===== src/cabx_pkg.sv =====
// constants, operation codes and flag layout for the alu and branch execution block
// assumes a separate decoder turns fetched words into one cabx_op_t per instruction
package cabx_pkg;

  // bit positions inside the status flags register
  localparam int unsigned FLAG_C = 0;
  localparam int unsigned FLAG_Z = 1;
  localparam int unsigned FLAG_N = 2;
  localparam int unsigned FLAG_V = 3;
  localparam int unsigned FLAG_S = 4;
  localparam int unsigned FLAG_H = 5;
  localparam int unsigned FLAG_T = 6;
  localparam int unsigned FLAG_I = 7;
  localparam logic [7:0] FLAGS_RESET = 8'h00;

  // datapath widths
  localparam int unsigned PC_WIDTH = 22;
  localparam int unsigned PTR_WIDTH = 16;
  localparam int unsigned OFFSET_WIDTH = 7;
  localparam int unsigned IMM_WORD_WIDTH = 6;
  // program counter at or below this width calls in the short form
  localparam int unsigned SHORT_CALL_PC_WIDTH = 16;

  // cycle counts
  localparam logic [1:0] CYC_ONE = 2'h1;
  localparam logic [1:0] CYC_TWO = 2'h2;
  localparam logic [1:0] CYC_THREE = 2'h3;

  // program counter steps
  localparam int unsigned PC_STEP_NEXT = 1;
  localparam int unsigned PC_STEP_SKIP_ONE = 2;
  localparam int unsigned PC_STEP_SKIP_TWO = 3;

  typedef enum logic [4:0] {
    OP_ADD_IMMEDIATE_TO_WORD,
    OP_SUBTRACT_IMMEDIATE_FROM_WORD,
    OP_AND_WITH_IMMEDIATE,
    OP_LOGICAL_OR_WITH_IMMEDIATE,
    OP_SET_BITS_IN_REGISTER,
    OP_CLEAR_BITS_IN_REGISTER,
    OP_TEST_ZERO_OR_MINUS,
    OP_MULTIPLY_UNSIGNED,
    OP_MULTIPLY_SIGNED,
    OP_MULTIPLY_SIGNED_BY_UNSIGNED,
    OP_FRACTIONAL_MULTIPLY_UNSIGNED,
    OP_FRACTIONAL_MULTIPLY_SIGNED,
    OP_FRACTIONAL_MULTIPLY_MIXED,
    OP_INDIRECT_JUMP,
    OP_INDIRECT_CALL,
    OP_COMPARE_SKIP_IF_EQUAL,
    OP_SKIP_IF_REG_BIT_CLEAR,
    OP_SKIP_IF_REG_BIT_SET,
    OP_SKIP_IF_IO_BIT_CLEAR,
    OP_SKIP_IF_IO_BIT_SET,
    OP_BRANCH_ON_FLAG_SET,
    OP_BRANCH_ON_FLAG_CLEAR,
    OP_BRANCH_GREATER_EQUAL_SIGNED,
    OP_BRANCH_LESS_SIGNED,
    OP_BRANCH_SAME_OR_HIGHER,
    OP_BRANCH_LOWER_UNSIGNED,
    OP_BRANCH_HALF_CARRY_SET,
    OP_BRANCH_HALF_CARRY_CLEAR,
    OP_BRANCH_TRANSFER_BIT_SET,
    OP_BRANCH_TRANSFER_BIT_CLEAR
  } cabx_op_t;

  typedef enum logic [1:0] {
    LOGIC_AND,
    LOGIC_OR,
    LOGIC_AND_NOT
  } cabx_logic_t;

  typedef enum {
    ST_IDLE,
    ST_RUN
  } cabx_state_t;

endpackage


===== src/cabx_logic.sv =====
// byte logic unit: and, or, and-with-complement of an 8-bit operand
// purely combinational; the caller registers result and flags
`timescale 1ns/100ps
`default_nettype none
module cabx_logic
  import cabx_pkg::*;
(
  input wire logic [7:0] a,
  input wire logic [7:0] k,
  input wire cabx_pkg::cabx_logic_t mode,
  output logic [7:0] res,
  output logic zero,
  output logic neg
);

  // one mux over the three bitwise forms
  always_comb
  begin
    case (mode)
      LOGIC_AND: res = a & k;
      LOGIC_OR: res = a | k;
      LOGIC_AND_NOT: res = a & ~k;
      default: res = a;
    endcase
    zero = (res == 8'h00);
    neg = res[7];
  end

endmodule // cabx_logic
`default_nettype wire


===== src/cabx_mul.sv =====
// 8x8 multiplier with per-operand signedness and an optional fractional shift
// purely combinational; the caller spends the second cycle around it
`timescale 1ns/100ps
`default_nettype none
module cabx_mul (
  input wire logic [7:0] a,
  input wire logic [7:0] b,
  input wire logic a_signed,
  input wire logic b_signed,
  input wire logic frac,
  output logic [15:0] prod,
  output logic carry,
  output logic zero
);

  logic signed [8:0] ax;
  logic signed [8:0] bx;
  logic signed [17:0] full;

  // extend each operand by one bit so one signed multiplier covers all mixes
  always_comb
  begin
    ax = $signed({a_signed & a[7], a});
    bx = $signed({b_signed & b[7], b});
    full = ax * bx;
    // carry is the product's top bit before any fractional shift
    carry = full[15];
    prod = frac ? {full[14:0], 1'b0} : full[15:0];
    zero = (prod == 16'h0000);
  end

endmodule // cabx_mul
`default_nettype wire


===== src/cabx_exec.sv =====
// execution unit for word arithmetic, byte logic, multiply, indirect jumps, skips and branches
// assumes a decoder on the same clock presents one operation with its operands on start,
// and that the register file and fetch unit act on the done strobe
`timescale 1ns/100ps
`default_nettype none
// What this block does
// RQ1: word add of 6-bit immediate to a pair, 2 cycles, flags Z C N V S.
// RQ2: word subtract of 6-bit immediate, 2 cycles, Z C N V S, half carry kept.
// RQ3: and with immediate, one cycle, only Z N V S change.
// RQ4: or with immediate, one cycle, result written back, Z N V S change.
// RQ5: set bits ors a mask in, one cycle, Z N V S change.
// RQ6: clear bits ands with inverted mask, one cycle, Z N V S change.
// RQ7: test ands a register with itself, one cycle, Z N V S change.
// RQ8: signed by unsigned multiply to lowest pair, 2 cycles, Z and C.
// RQ9: fractional multiplies shift product left once, 2 cycles, Z and C.
// RQ10: indirect jump loads pointer into pc low bits, clears top, 2 cycles.
// RQ11: indirect call loads pointer into pc, clears top, 2 or 3 cycles.
// RQ12: compare-skip on equal registers adds 2 or 3 to pc, 1 to 3 cycles.
// RQ13: register bit skips test one bit clear or set, 1 to 3 cycles.
// RQ14: io bit skips test one io bit clear or set, 1 to 3 cycles.
// RQ15: generic branch tests one status bit, pc plus offset plus one.
// RQ16: signed branches use negative xor overflow, zero or one.
// RQ17: unsigned branches use carry clear or set, 1 or 2 cycles.
// RQ18: half-carry branches jump on half carry set or clear.
// RQ19: transfer-bit branches jump on transfer flag set or clear, flags kept.
// RQ20: unlisted flags keep value; untaken branches take one cycle.
module cabx_exec
  import cabx_pkg::*;
#(
  parameter int unsigned PC_W = cabx_pkg::PC_WIDTH
)
(
  input wire logic clk,
  input wire logic rst_b,
  input wire logic start,
  input wire cabx_pkg::cabx_op_t op,
  input wire logic [15:0] opnd_d,
  input wire logic [7:0] opnd_r,
  input wire logic [7:0] imm,
  input wire logic [2:0] bit_sel,
  input wire logic io_bit,
  input wire logic [cabx_pkg::PTR_WIDTH-1:0] ptr_z,
  input wire logic [PC_W-1:0] pc_in,
  input wire logic [cabx_pkg::OFFSET_WIDTH-1:0] rel_off,
  input wire logic next_two_word,
  input wire logic flag_load,
  input wire logic [7:0] flag_load_value,
  output logic busy,
  output logic done,
  output logic [15:0] result,
  output logic wr_rd,
  output logic wr_low_pair,
  output logic [PC_W-1:0] pc_out,
  output logic push_ret,
  output logic [PC_W-1:0] ret_addr,
  output logic [7:0] status_flags_register
);

  // long program counters need the extra call cycle for the third return byte
  localparam logic [1:0] CALL_CYC = (PC_W > SHORT_CALL_PC_WIDTH) ? CYC_THREE : CYC_TWO;

  cabx_state_t state, next_state;
  logic [1:0] cnt, next_cnt;
  logic next_busy, next_done, next_wr_rd, next_wr_low_pair, next_push_ret;
  logic [15:0] next_result;
  logic [PC_W-1:0] next_pc_out, next_ret_addr;
  logic [7:0] next_flags;
  logic pend_rd, pend_pair, pend_push;
  logic next_pend_rd, next_pend_pair, next_pend_push;

  // per-operation decode outputs
  logic [15:0] op_res;
  logic [7:0] op_flags;
  logic [PC_W-1:0] op_pc;
  logic [1:0] op_cyc;
  logic op_rd, op_pair, op_push;

  logic accept;
  logic [7:0] lu_k, lu_res;
  cabx_logic_t lu_mode;
  logic lu_zero, lu_neg;
  logic mu_as, mu_bs, mu_frac, mu_carry, mu_zero;
  logic [15:0] mu_prod;
  logic [15:0] word_k, word_sum, word_dif;
  logic [PC_W-1:0] pc_next, pc_skip1, pc_skip2, pc_rel, pc_ptr;
  logic skip_hit, br_hit, is_skip, is_branch;

  assign accept = start && (state == ST_IDLE);

  cabx_logic u_logic (
    .a(opnd_d[7:0]),
    .k(lu_k),
    .mode(lu_mode),
    .res(lu_res),
    .zero(lu_zero),
    .neg(lu_neg)
  );

  cabx_mul u_mul (
    .a(opnd_d[7:0]),
    .b(opnd_r),
    .a_signed(mu_as),
    .b_signed(mu_bs),
    .frac(mu_frac),
    .prod(mu_prod),
    .carry(mu_carry),
    .zero(mu_zero)
  );

  // operand steering for the two helper units
  always_comb
  begin
    lu_k = imm;
    lu_mode = LOGIC_AND;
    case (op)
      OP_LOGICAL_OR_WITH_IMMEDIATE, OP_SET_BITS_IN_REGISTER: lu_mode = LOGIC_OR; // see RQ4 RQ5
      OP_CLEAR_BITS_IN_REGISTER: lu_mode = LOGIC_AND_NOT; // see RQ6
      OP_TEST_ZERO_OR_MINUS: lu_k = opnd_d[7:0]; // see RQ7
      default: lu_mode = LOGIC_AND;
    endcase
    mu_as = (op != OP_MULTIPLY_UNSIGNED) && (op != OP_FRACTIONAL_MULTIPLY_UNSIGNED);
    mu_bs = (op == OP_MULTIPLY_SIGNED) || (op == OP_FRACTIONAL_MULTIPLY_SIGNED);
    mu_frac = (op == OP_FRACTIONAL_MULTIPLY_UNSIGNED) || (op == OP_FRACTIONAL_MULTIPLY_SIGNED)
      || (op == OP_FRACTIONAL_MULTIPLY_MIXED); // see RQ9
  end

  // address arithmetic; the offset is sign-extended so backward branches wrap correctly
  always_comb
  begin
    word_k = {{(16-IMM_WORD_WIDTH){1'b0}}, imm[IMM_WORD_WIDTH-1:0]};
    word_sum = opnd_d + word_k;
    word_dif = opnd_d - word_k;
    pc_next = pc_in + PC_W'(PC_STEP_NEXT);
    pc_skip1 = pc_in + PC_W'(PC_STEP_SKIP_ONE);
    pc_skip2 = pc_in + PC_W'(PC_STEP_SKIP_TWO);
    pc_rel = pc_next + {{(PC_W-OFFSET_WIDTH){rel_off[OFFSET_WIDTH-1]}}, rel_off}; // see RQ15
    pc_ptr = {{(PC_W-PTR_WIDTH){1'b0}}, ptr_z}; // see RQ10 RQ11
  end

  // skip and branch conditions
  always_comb
  begin
    is_skip = 1'b1;
    skip_hit = 1'b0;
    case (op)
      OP_COMPARE_SKIP_IF_EQUAL: skip_hit = (opnd_d[7:0] == opnd_r); // see RQ12
      OP_SKIP_IF_REG_BIT_CLEAR: skip_hit = !opnd_r[bit_sel]; // see RQ13
      OP_SKIP_IF_REG_BIT_SET: skip_hit = opnd_r[bit_sel]; // see RQ13
      OP_SKIP_IF_IO_BIT_CLEAR: skip_hit = !io_bit; // see RQ14
      OP_SKIP_IF_IO_BIT_SET: skip_hit = io_bit; // see RQ14
      default: is_skip = 1'b0;
    endcase
    is_branch = 1'b1;
    br_hit = 1'b0;
    case (op)
      OP_BRANCH_ON_FLAG_SET: br_hit = status_flags_register[bit_sel]; // see RQ15
      OP_BRANCH_ON_FLAG_CLEAR: br_hit = !status_flags_register[bit_sel]; // see RQ15
      OP_BRANCH_GREATER_EQUAL_SIGNED:
        br_hit = !(status_flags_register[FLAG_N] ^ status_flags_register[FLAG_V]); // see RQ16
      OP_BRANCH_LESS_SIGNED:
        br_hit = status_flags_register[FLAG_N] ^ status_flags_register[FLAG_V]; // see RQ16
      OP_BRANCH_SAME_OR_HIGHER: br_hit = !status_flags_register[FLAG_C]; // see RQ17
      OP_BRANCH_LOWER_UNSIGNED: br_hit = status_flags_register[FLAG_C]; // see RQ17
      OP_BRANCH_HALF_CARRY_SET: br_hit = status_flags_register[FLAG_H]; // see RQ18
      OP_BRANCH_HALF_CARRY_CLEAR: br_hit = !status_flags_register[FLAG_H]; // see RQ18
      OP_BRANCH_TRANSFER_BIT_SET: br_hit = status_flags_register[FLAG_T]; // see RQ19
      OP_BRANCH_TRANSFER_BIT_CLEAR: br_hit = !status_flags_register[FLAG_T]; // see RQ19
      default: is_branch = 1'b0;
    endcase
  end

  // per-operation result, flags, next pc and cycle count; flags start from the old value
  always_comb
  begin
    op_res = result;
    op_flags = status_flags_register; // see RQ20
    op_pc = pc_next;
    op_cyc = CYC_ONE;
    op_rd = 1'b0;
    op_pair = 1'b0;
    op_push = 1'b0;
    case (op)
      OP_ADD_IMMEDIATE_TO_WORD:
      begin
        op_res = word_sum; // see RQ1
        op_flags[FLAG_V] = !opnd_d[15] && word_sum[15];
        op_flags[FLAG_C] = opnd_d[15] && !word_sum[15];
        op_cyc = CYC_TWO;
        op_rd = 1'b1;
      end
      OP_SUBTRACT_IMMEDIATE_FROM_WORD:
      begin
        op_res = word_dif; // see RQ2
        op_flags[FLAG_V] = opnd_d[15] && !word_dif[15];
        op_flags[FLAG_C] = word_dif[15] && !opnd_d[15];
        op_cyc = CYC_TWO;
        op_rd = 1'b1;
      end
      OP_AND_WITH_IMMEDIATE, OP_LOGICAL_OR_WITH_IMMEDIATE, OP_SET_BITS_IN_REGISTER,
      OP_CLEAR_BITS_IN_REGISTER, OP_TEST_ZERO_OR_MINUS:
      begin
        op_res = {opnd_d[15:8], lu_res};
        op_flags[FLAG_Z] = lu_zero; // see RQ3 RQ4 RQ5 RQ6 RQ7
        op_flags[FLAG_N] = lu_neg;
        op_flags[FLAG_V] = 1'b0;
        op_flags[FLAG_S] = lu_neg;
        // the test form only sets flags; the register keeps its value anyway
        op_rd = (op != OP_TEST_ZERO_OR_MINUS);
      end
      OP_MULTIPLY_UNSIGNED, OP_MULTIPLY_SIGNED, OP_MULTIPLY_SIGNED_BY_UNSIGNED,
      OP_FRACTIONAL_MULTIPLY_UNSIGNED, OP_FRACTIONAL_MULTIPLY_SIGNED,
      OP_FRACTIONAL_MULTIPLY_MIXED:
      begin
        op_res = mu_prod; // see RQ8 RQ9
        op_flags[FLAG_Z] = mu_zero;
        op_flags[FLAG_C] = mu_carry;
        op_cyc = CYC_TWO;
        op_pair = 1'b1;
      end
      OP_INDIRECT_JUMP:
      begin
        op_pc = pc_ptr; // see RQ10
        op_cyc = CYC_TWO;
      end
      OP_INDIRECT_CALL:
      begin
        op_pc = pc_ptr; // see RQ11
        op_cyc = CALL_CYC;
        op_push = 1'b1;
      end
      default:
      begin
        if (is_skip && skip_hit)
        begin
          // skipping a two-word instruction costs the extra fetch
          op_pc = next_two_word ? pc_skip2 : pc_skip1; // see RQ12 RQ13 RQ14
          op_cyc = next_two_word ? CYC_THREE : CYC_TWO;
        end
        else if (is_branch && br_hit)
        begin
          op_pc = pc_rel; // see RQ15
          op_cyc = CYC_TWO;
        end
      end
    endcase
    // only the word forms rebuild sign here; multiplies, jumps and branches leave it alone
    if (op == OP_ADD_IMMEDIATE_TO_WORD || op == OP_SUBTRACT_IMMEDIATE_FROM_WORD)
    begin
      op_flags[FLAG_Z] = (op_res == 16'h0000); // see RQ1 RQ2
      op_flags[FLAG_N] = op_res[15];
      op_flags[FLAG_S] = op_res[15] ^ op_flags[FLAG_V];
    end
  end

  // sequencer: results load at accept, done and write strobes fire after the cycle count
  always_comb
  begin
    next_state = state;
    next_cnt = cnt;
    next_busy = busy;
    next_done = 1'b0;
    next_wr_rd = 1'b0;
    next_wr_low_pair = 1'b0;
    next_push_ret = 1'b0;
    next_result = result;
    next_pc_out = pc_out;
    next_ret_addr = ret_addr;
    next_flags = status_flags_register;
    next_pend_rd = pend_rd;
    next_pend_pair = pend_pair;
    next_pend_push = pend_push;
    if (accept)
    begin
      next_result = op_res;
      next_pc_out = op_pc;
      next_ret_addr = pc_next;
      next_flags = op_flags;
      if (op_cyc == CYC_ONE)
      begin
        next_done = 1'b1; // see RQ20
        next_wr_rd = op_rd;
        next_wr_low_pair = op_pair;
        next_push_ret = op_push;
      end
      else
      begin
        next_state = ST_RUN;
        next_busy = 1'b1;
        next_cnt = op_cyc - CYC_TWO;
        next_pend_rd = op_rd;
        next_pend_pair = op_pair;
        next_pend_push = op_push;
      end
    end
    else if (state == ST_RUN)
    begin
      if (cnt == 2'h0)
      begin
        next_state = ST_IDLE;
        next_busy = 1'b0;
        next_done = 1'b1;
        next_wr_rd = pend_rd;
        next_wr_low_pair = pend_pair;
        next_push_ret = pend_push;
      end
      else
      begin
        next_cnt = cnt - 2'h1;
      end
    end
    else if (flag_load)
    begin
      // flag writes from the rest of the core only land between operations
      next_flags = flag_load_value;
    end
  end

  // state registers
  always_ff @(posedge clk or negedge rst_b)
  begin
    if (!rst_b)
    begin
      state <= ST_IDLE;
      cnt <= 2'h0;
      busy <= 1'b0;
      done <= 1'b0;
      wr_rd <= 1'b0;
      wr_low_pair <= 1'b0;
      push_ret <= 1'b0;
      result <= 16'h0000;
      pc_out <= '0;
      ret_addr <= '0;
      status_flags_register <= FLAGS_RESET;
      pend_rd <= 1'b0;
      pend_pair <= 1'b0;
      pend_push <= 1'b0;
    end
    else
    begin
      state <= next_state;
      cnt <= next_cnt;
      busy <= next_busy;
      done <= next_done;
      wr_rd <= next_wr_rd;
      wr_low_pair <= next_wr_low_pair;
      push_ret <= next_push_ret;
      result <= next_result;
      pc_out <= next_pc_out;
      ret_addr <= next_ret_addr;
      status_flags_register <= next_flags;
      pend_rd <= next_pend_rd;
      pend_pair <= next_pend_pair;
      pend_push <= next_pend_push;
    end
  end
endmodule // cabx_exec
`default_nettype wire


===== config.mk =====
export PLATFORM = sky130hd
export DESIGN_NAME = cabx_exec
export DESIGN_NICKNAME = d
export VERILOG_FILES = /design/src/cabx_pkg.sv /design/src/cabx_logic.sv /design/src/cabx_mul.sv /design/src/cabx_exec.sv
export SDC_FILE = /design/constraint.sdc
export NUM_CORES = 1
export LEC_CHECK = 0
export BUFFER_PORTS_ARGS = -buffer_cell sky130_fd_sc_hd__buf_2
export CAP_MARGIN = 20
export CORE_MARGIN = 10
export CORE_UTILIZATION = 50
export CTS_CLUSTER_SIZE = 25
export DETAILED_ROUTE_END_ITERATION = 8
export PLACE_DENSITY = 0.72
export SLEW_MARGIN = 5
export SYNTH_ARGS = -nofsm -noshare
export SYNTH_HDL_FRONTEND = slang
export SYNTH_SLANG_ARGS = --single-unit

===== constraint.sdc =====
create_clock -name clk -period 3.25 [get_ports clk]
set_clock_uncertainty 0.1 [all_clocks]
set_input_delay 0.4875 -clock clk [delete_from_list [all_inputs] [get_ports clk]]
set_output_delay 0.4875 -clock clk [all_outputs]
set_load 0.005 [all_outputs]

# --- Word level (Yosys, flattened, before mapping) ---
# Cells that the tools add are included.
# Widths: inputs -> output; s select.
classes:
  n_addsub: 8
  n_mul: 1
  magnitude_cmp: 1
  n_eq_ne: 43
  n_mux: 61
  n_bitwise: 11
  n_reduce_logical: 49
op_table:
  columns: ["op", "count"]
  rows:
  - ["$mux 32", 4]
  - ["$eq 5x5->1 const B", 14]
  - ["$mux 22", 3]
  - ["$pmux 16 s4", 1]
  - ["$add 22x2->22 const B", 2]
  - ["$pmux 22 s2", 1]
  - ["$eq 5x4->1 const B", 8]
  - ["$eq 32x2->1 const B", 1]
  - ["$logic_not 16->1", 2]
  - ["$logic_not 32->1", 1]
  - ["$mux 1", 29]
  - ["$pmux 8 s3", 1]
  - ["$add 22x1->22 const B", 1]
  - ["$add 22x22->22", 1]
  - ["$eq 5x3->1 const B", 4]
  - ["$reduce_and 3->1", 6]
  - ["$add 16x6->16", 1]
  - ["$and 8x8->8", 2]
  - ["$mul 9x9->16", 1]
  - ["$mux 16", 1]
  - ["$sub 16x6->16", 1]
  - ["$mux 5", 3]
  - ["$mux 2", 7]
  - ["$reduce_or 13->1", 1]
  - ["other kinds (39)", 78]
word_totals:
  regBits: 110
  inputBits: 99

# --- Depth between registers and ports, before layout ---
depth:
  ltp_word: 11
  depth_mapped: 27
  ltp_nobuf: 22

# --- Hierarchy ---
# A second synthesis with hierarchy kept.
hier_totals:
  cells_unflattened: 1373
  area_unflattened_um2: 11060.6
by_module_without_submodules:
  columns: ["module", "n_inst", "cells_each", "area_per_inst_um2"]
  rows:
  - ["cabx_exec", 1, 983, 7746.2]
  - ["cabx_mul", 1, 338, 2975.4]
  - ["cabx_logic", 1, 52, 339.1]

# --- Least setup slack after synthesis ---
# No wires, ideal clock.
synth_path:
  path_type: "input port to flip-flop"
  from: "in op[0]"
  to: "reg status_flags_register[1]"
  setup_time_ps: 110
  t_arrival_ps: 6684
  path_slack_ps: -3645
  cell_stages: 26
  path_buffers: 5
  path_cell_list: "buf_2 > buf_6 > buf_4 > buf_4 > buf_2 > nand3b_1 > o21ai_0 > a31oi_1 > nand2_1 > fa_1 > fa_1 > inv_1 > fa_1 > fa_1 > inv_1 > fa_1 > inv_1 > ha_1 > nor2_1 > a21oi_1 > xor2_1 > or4_1 > or4b_1 > a2111oi_2 > o32ai_1 > o41ai_1"
synth_via:
  elab_chain_len: 9
synth_rtl:
  columns: ["item", "line_no", "source"]
  rows:
  - ["from (decl)", "cabx_exec.sv:36", "input wire cabx_pkg::cabx_op_t op,"]
  - ["$ne 5x3->1, or another cell as far along", "cabx_exec.sv:121", "mu_as = (op != OP_MULTIPLY_UNSIGNED) && (op != OP_FRACTIONAL_MULTIPLY_UNSIGNED);"]
  - ["$logic_and 1x1->1, or another cell as far along", "cabx_exec.sv:121", null]
  - ["$and 1x1->1, or another cell as far along", "cabx_mul.sv:23", "ax = $signed({a_signed & a[7], a});"]
  - ["$mul 9x9->16, or another cell as far along", "cabx_mul.sv:25", "full = ax * bx;"]
  - ["$mux 16 or $pmux 8 s3 (tied branches)", "cabx_mul.sv:28, cabx_logic.sv:19", null]
  - ["$pmux 16 s4, or another cell as far along", "cabx_exec.sv:182", "case (op)"]
  - ["$logic_not 16->1 or $pmux 1 s2 (tied branches)", "cabx_exec.sv:249, cabx_exec.sv:182", null]
  - ["$mux 2", "cabx_exec.sv:247", "if (op == OP_ADD_IMMEDIATE_TO_WORD || op == OP_SUBTRACT_IMMEDIATE_FROM_WORD)"]
  - ["$mux 5", "cabx_exec.sv:272", "if (accept)"]
  - ["to (signal assigned)", "cabx_exec.sv:350", "status_flags_register <= next_flags;"]
  - ["to (decl)", "cabx_exec.sv:56", "output logic [7:0] status_flags_register"]
# Several ways; a longest one is shown, not always the timed one.
# A chain may end at the register's enable or synchronous reset.

# --- Worst setup path in the final report ---
layout_path:
  from: "in op[2]"
  to: "reg status_flags_register[1]"
# The elaborated chain is that of the path after synthesis.

==> impl_metrics.yaml <==
drt:
  vias: 13060
  dr.pass1.iters: 7
  wirelength_um: 46740
  ant_nets: 0
  first_iter_violations: 1595
  post_drt_via_cell_ratio: 6.084
  wl_per_cell_um: 21.77
  route.detailed.drc: 0
timing:
  fin_crit_ns: 5.644
  drv_slew: 0
  finalCritPeriodShare_pct: 173.7
  relSlewSlack_pct: 39.47
  whs_ns: 0.2336
  hold_violations: 0
  fmax_mhz: 177.2
  worst_pin_slew_ns: 0.9080
  setup_slack_ns: -2.394
  setup_viol: 15
  rsz0062_at_grt: "true"
  finalSetupTns_ns: -26.44
logic_synthesis:
  synth_area_per_cell_um2: 7.893
  yosys_warnings: 0
  synth_enable_flop_cells: 0
  synth_fp_nets: 1657
  syn_inst: 1409
  yosys.area.top_type: "dfrtp_1"
  synth.most_common_cell: "nand2_1"
  yosys.cell_types.count: 86
  synth_top_area_share_pct: 17.55
  synthesis.area_mm2: 0.01112
  ys_ff_latch: 78
  yosysSeqAreaShare_pct: 17.55
  synth_flop_cell: "dfrtp_1"
  async_flop_share_pct: 100.0
  yosys-top-cells-area: "dfrtp_1 18%, fa_1 12%, ha_1 9.3%"
  synth_commonest_cells: "200 x nand2_1, 121 x inv_1, 111 x nor2_1"
die:
  initial_core_util_pct: 50.96
  die_area_mm2: 0.02861
  rows: 54
  coreArea_mm2: 0.02182
  die_y_um: 169.1
  die_w_um: 169.1
  pin_count: 172
setup_path:
  worst-path-buf-inv: 5
  critical_path.max_fanout: 6
  path_class: "input pin to flip-flop"
  r2r_cells: 10
  cp_top_family: "adder cells"
  slowest_stage: "or4b_4"
  crit_required_ns: 3.40
  crit_path_max_incr_delay_ns: 0.55
  arrival_ns: 5.79
  crit_cells: 23
  end_kind: "flip-flop"
  startpoint_type: "input pin"
  path_cells: "buf_6 > buf_6 > nand3b_1 > o21ai_4 > a31oi_4 > nand2_2 > fa_1 > fa_1 > inv_2 > fa_1 > fa_1 > inv_1 > fa_1 > inv_2 > ha_4 > nor2_1 > a21oi_2 > xor2_2 > or4_1 > or4b_4 > a2111oi_2 > o32ai_1 > o41ai_1"
  crit_top_cell: "fa_1"
worst_hold_path:
  hold_path_depth: 3
  min_path_type: "input pin to flip-flop"
pwr:
  intPower_uw: 6136
  p_per_area_mw_per_mm2: 707.0
  switching_power_uw: 5196
  p_clk_share_pct: 9.8
  seq_power_share_pct: 15.9
  ir_drop_mv: 0.6464
  p_comb_share_pct: 74.3
  swShare_pct: 45.85
  p_leak_uw: 0.007581
global_routing:
  grt_pass1_wl_um: 71530
  grt.overflow.total: 0
  track_usage_pct: 31.10
  antenna_found_initial: 1
  grt_pass1_vias: 12920
  grt_max_degree: 84
cts:
  cts_root_buffer: "clkbuf_16"
  insertion_delay_ns: 0.35
  clkTransAtPathRegs_ns: 0.07
  cts_sinks: 78
  cts_buffer_depth: 2
  tritoncts: "yes"
  cts_htree_levels: 3
  cts_buffers: 9
cells_and_area:
  nets: 2109
  fill_cells: 1732
  area_growth_pct: 44.10
  multi_input_area_mm2: 0.009375
  drive_gt1_share_pct: 38.64
  seq_area_mm2: 0.001952
  final_core_util_pct: 73.44
outcome:
  status: "finished with violations"
  violations: "negative setup slack"
place:
  dp_slack_ns: -2.981
  gp_congestion: 1.006
  io_buffers: 171
  dp_hpwl_um: 36780
flow_run:
  max-cap-violations: 0
timing repair:
item	4_1_cts	5_1_grt
pin swaps	58	50
hold endpoints to repair	0	12
setup endpoints to repair	23	33
buffers inserted	19	7
gates resized for setup	94	95
hold buffers	0	1
per-layer routing:
layer	track usage [%]	vias to the layer above	share of wire (%)
met4	7.392	0	2.5
met3	6.554	96	9.6
met5	0	-	0
li1	-	5866	-
met2	49.03	755	46
met1	42.71	6345	42
area by class of cell:
type                    count  share of cell area [%]
diodes                      1                 0.01561
well taps                 280                   2.186
flip-flops and latches     78                   12.18
multi-input cells        1140                   58.50
inverters                 122                   2.857
repair buffers            510                   22.30
clock buffers               9                   1.405
clock inverters             7                  0.5621
worst paths after layout:
check	from	to	slack (ns)
worst min register to register	ret_addr[13]$_DFFE_PN0P_	ret_addr[13]$_DFFE_PN0P_	0.37
min in group asynchronous	rst_b	ret_addr[15]$_DFFE_PN0P_	0.45
worst min-delay path	flag_load_value[5]	status_flags_register[5]$_DFFE_PN0P_	0.23
max in group asynchronous	rst_b	pc_out[15]$_DFFE_PN0P_	1.99
worst max-delay path	op[2]	status_flags_register[1]$_DFFE_PN0P_	-2.39
worst max register to register	status_flags_register[5]$_DFFE_PN0P_	pc_out[10]$_DFFE_PN0P_	0.30
placed cells by master, fill, tap and decap left out, types with 11 or more instances in the layout:
cell	netlist	final
and2_1	45	41
nand2_2	0	16
o21ai_0	65	50
a211oi_1	23	17
buf_4	4	322
nand2b_1	13	12
ha_1	83	58
ha_4	0	22
buf_6	6	22
dfrtp_1	78	78
inv_2	0	23
inv_1	121	98
o21ai_1	10	21
nand4_1	14	14
a221oi_1	19	14
nor2_1	111	101
a31oi_1	19	16
and3_1	12	11
nor2b_1	15	12
fa_1	66	59
buf_2	11	160
o22ai_1	13	12
nand2_1	200	178
a21oi_1	67	61
a21o_1	15	15
o211ai_1	16	16
nand3_1	29	27
nor3_1	34	27
mux2i_1	17	14
xor2_1	36	33
xnor2_1	45	37
sequential cells by signal (all words and copies together) (netlist names):
register,count
cnt,2
pend_pair,1
pend_rd,1
status_flags_register,8
result,16
push_ret,1
pc_out,22
pend_push,1
wr_rd,1
done,1
state,1
wr_low_pair,1
ret_addr,22
stage by stage:
stage	cells	area, um2	total power (uW)
after floorplan	1409	11540	5583
after global placement	2107	14670	8288
after detailed placement	2107	14670	8402
after CTS	2138	15530	10850
after global routing	2147	16030	12040
final	2147	16030	11330
logic make-up (layout without fill, tap and decap cells):
family	Yosys count	count (layout)	synth area share [%]
simple gates	538	538	23.50
compound gates	346	346	21.40
buf+inv	191	648	7.110
fa+ha+maj	149	149	21.22
xor+xnor	81	81	6.379
flops	78	78	17.55
mux	26	26	2.846
other cells	0	1	0
power by group through the flow:
stage,Sequential [uW],Combinational (uW),Clock [uW]
floorplan,1730,3850,0
global placement,1780,6500,0
detailed placement,1780,6620,0
CTS,1780,7950,1120
global route,1840,9040,1160
finish,1800,8420,1110
worst reg2reg max path, cell delays in order (launching register included):
cell and delay, ns:
dfrtp_1 0.46, mux4_2 0.48, mux2i_1 0.19, mux2i_1 0.12, o31a_1 0.37, buf_12 0.20
or3_1 0.33, a21oi_1 0.19, a2111oi_2 0.07, buf_4 0.17, o22a_1 0.15
Note: power is estimated with default switching activity, not from simulation.
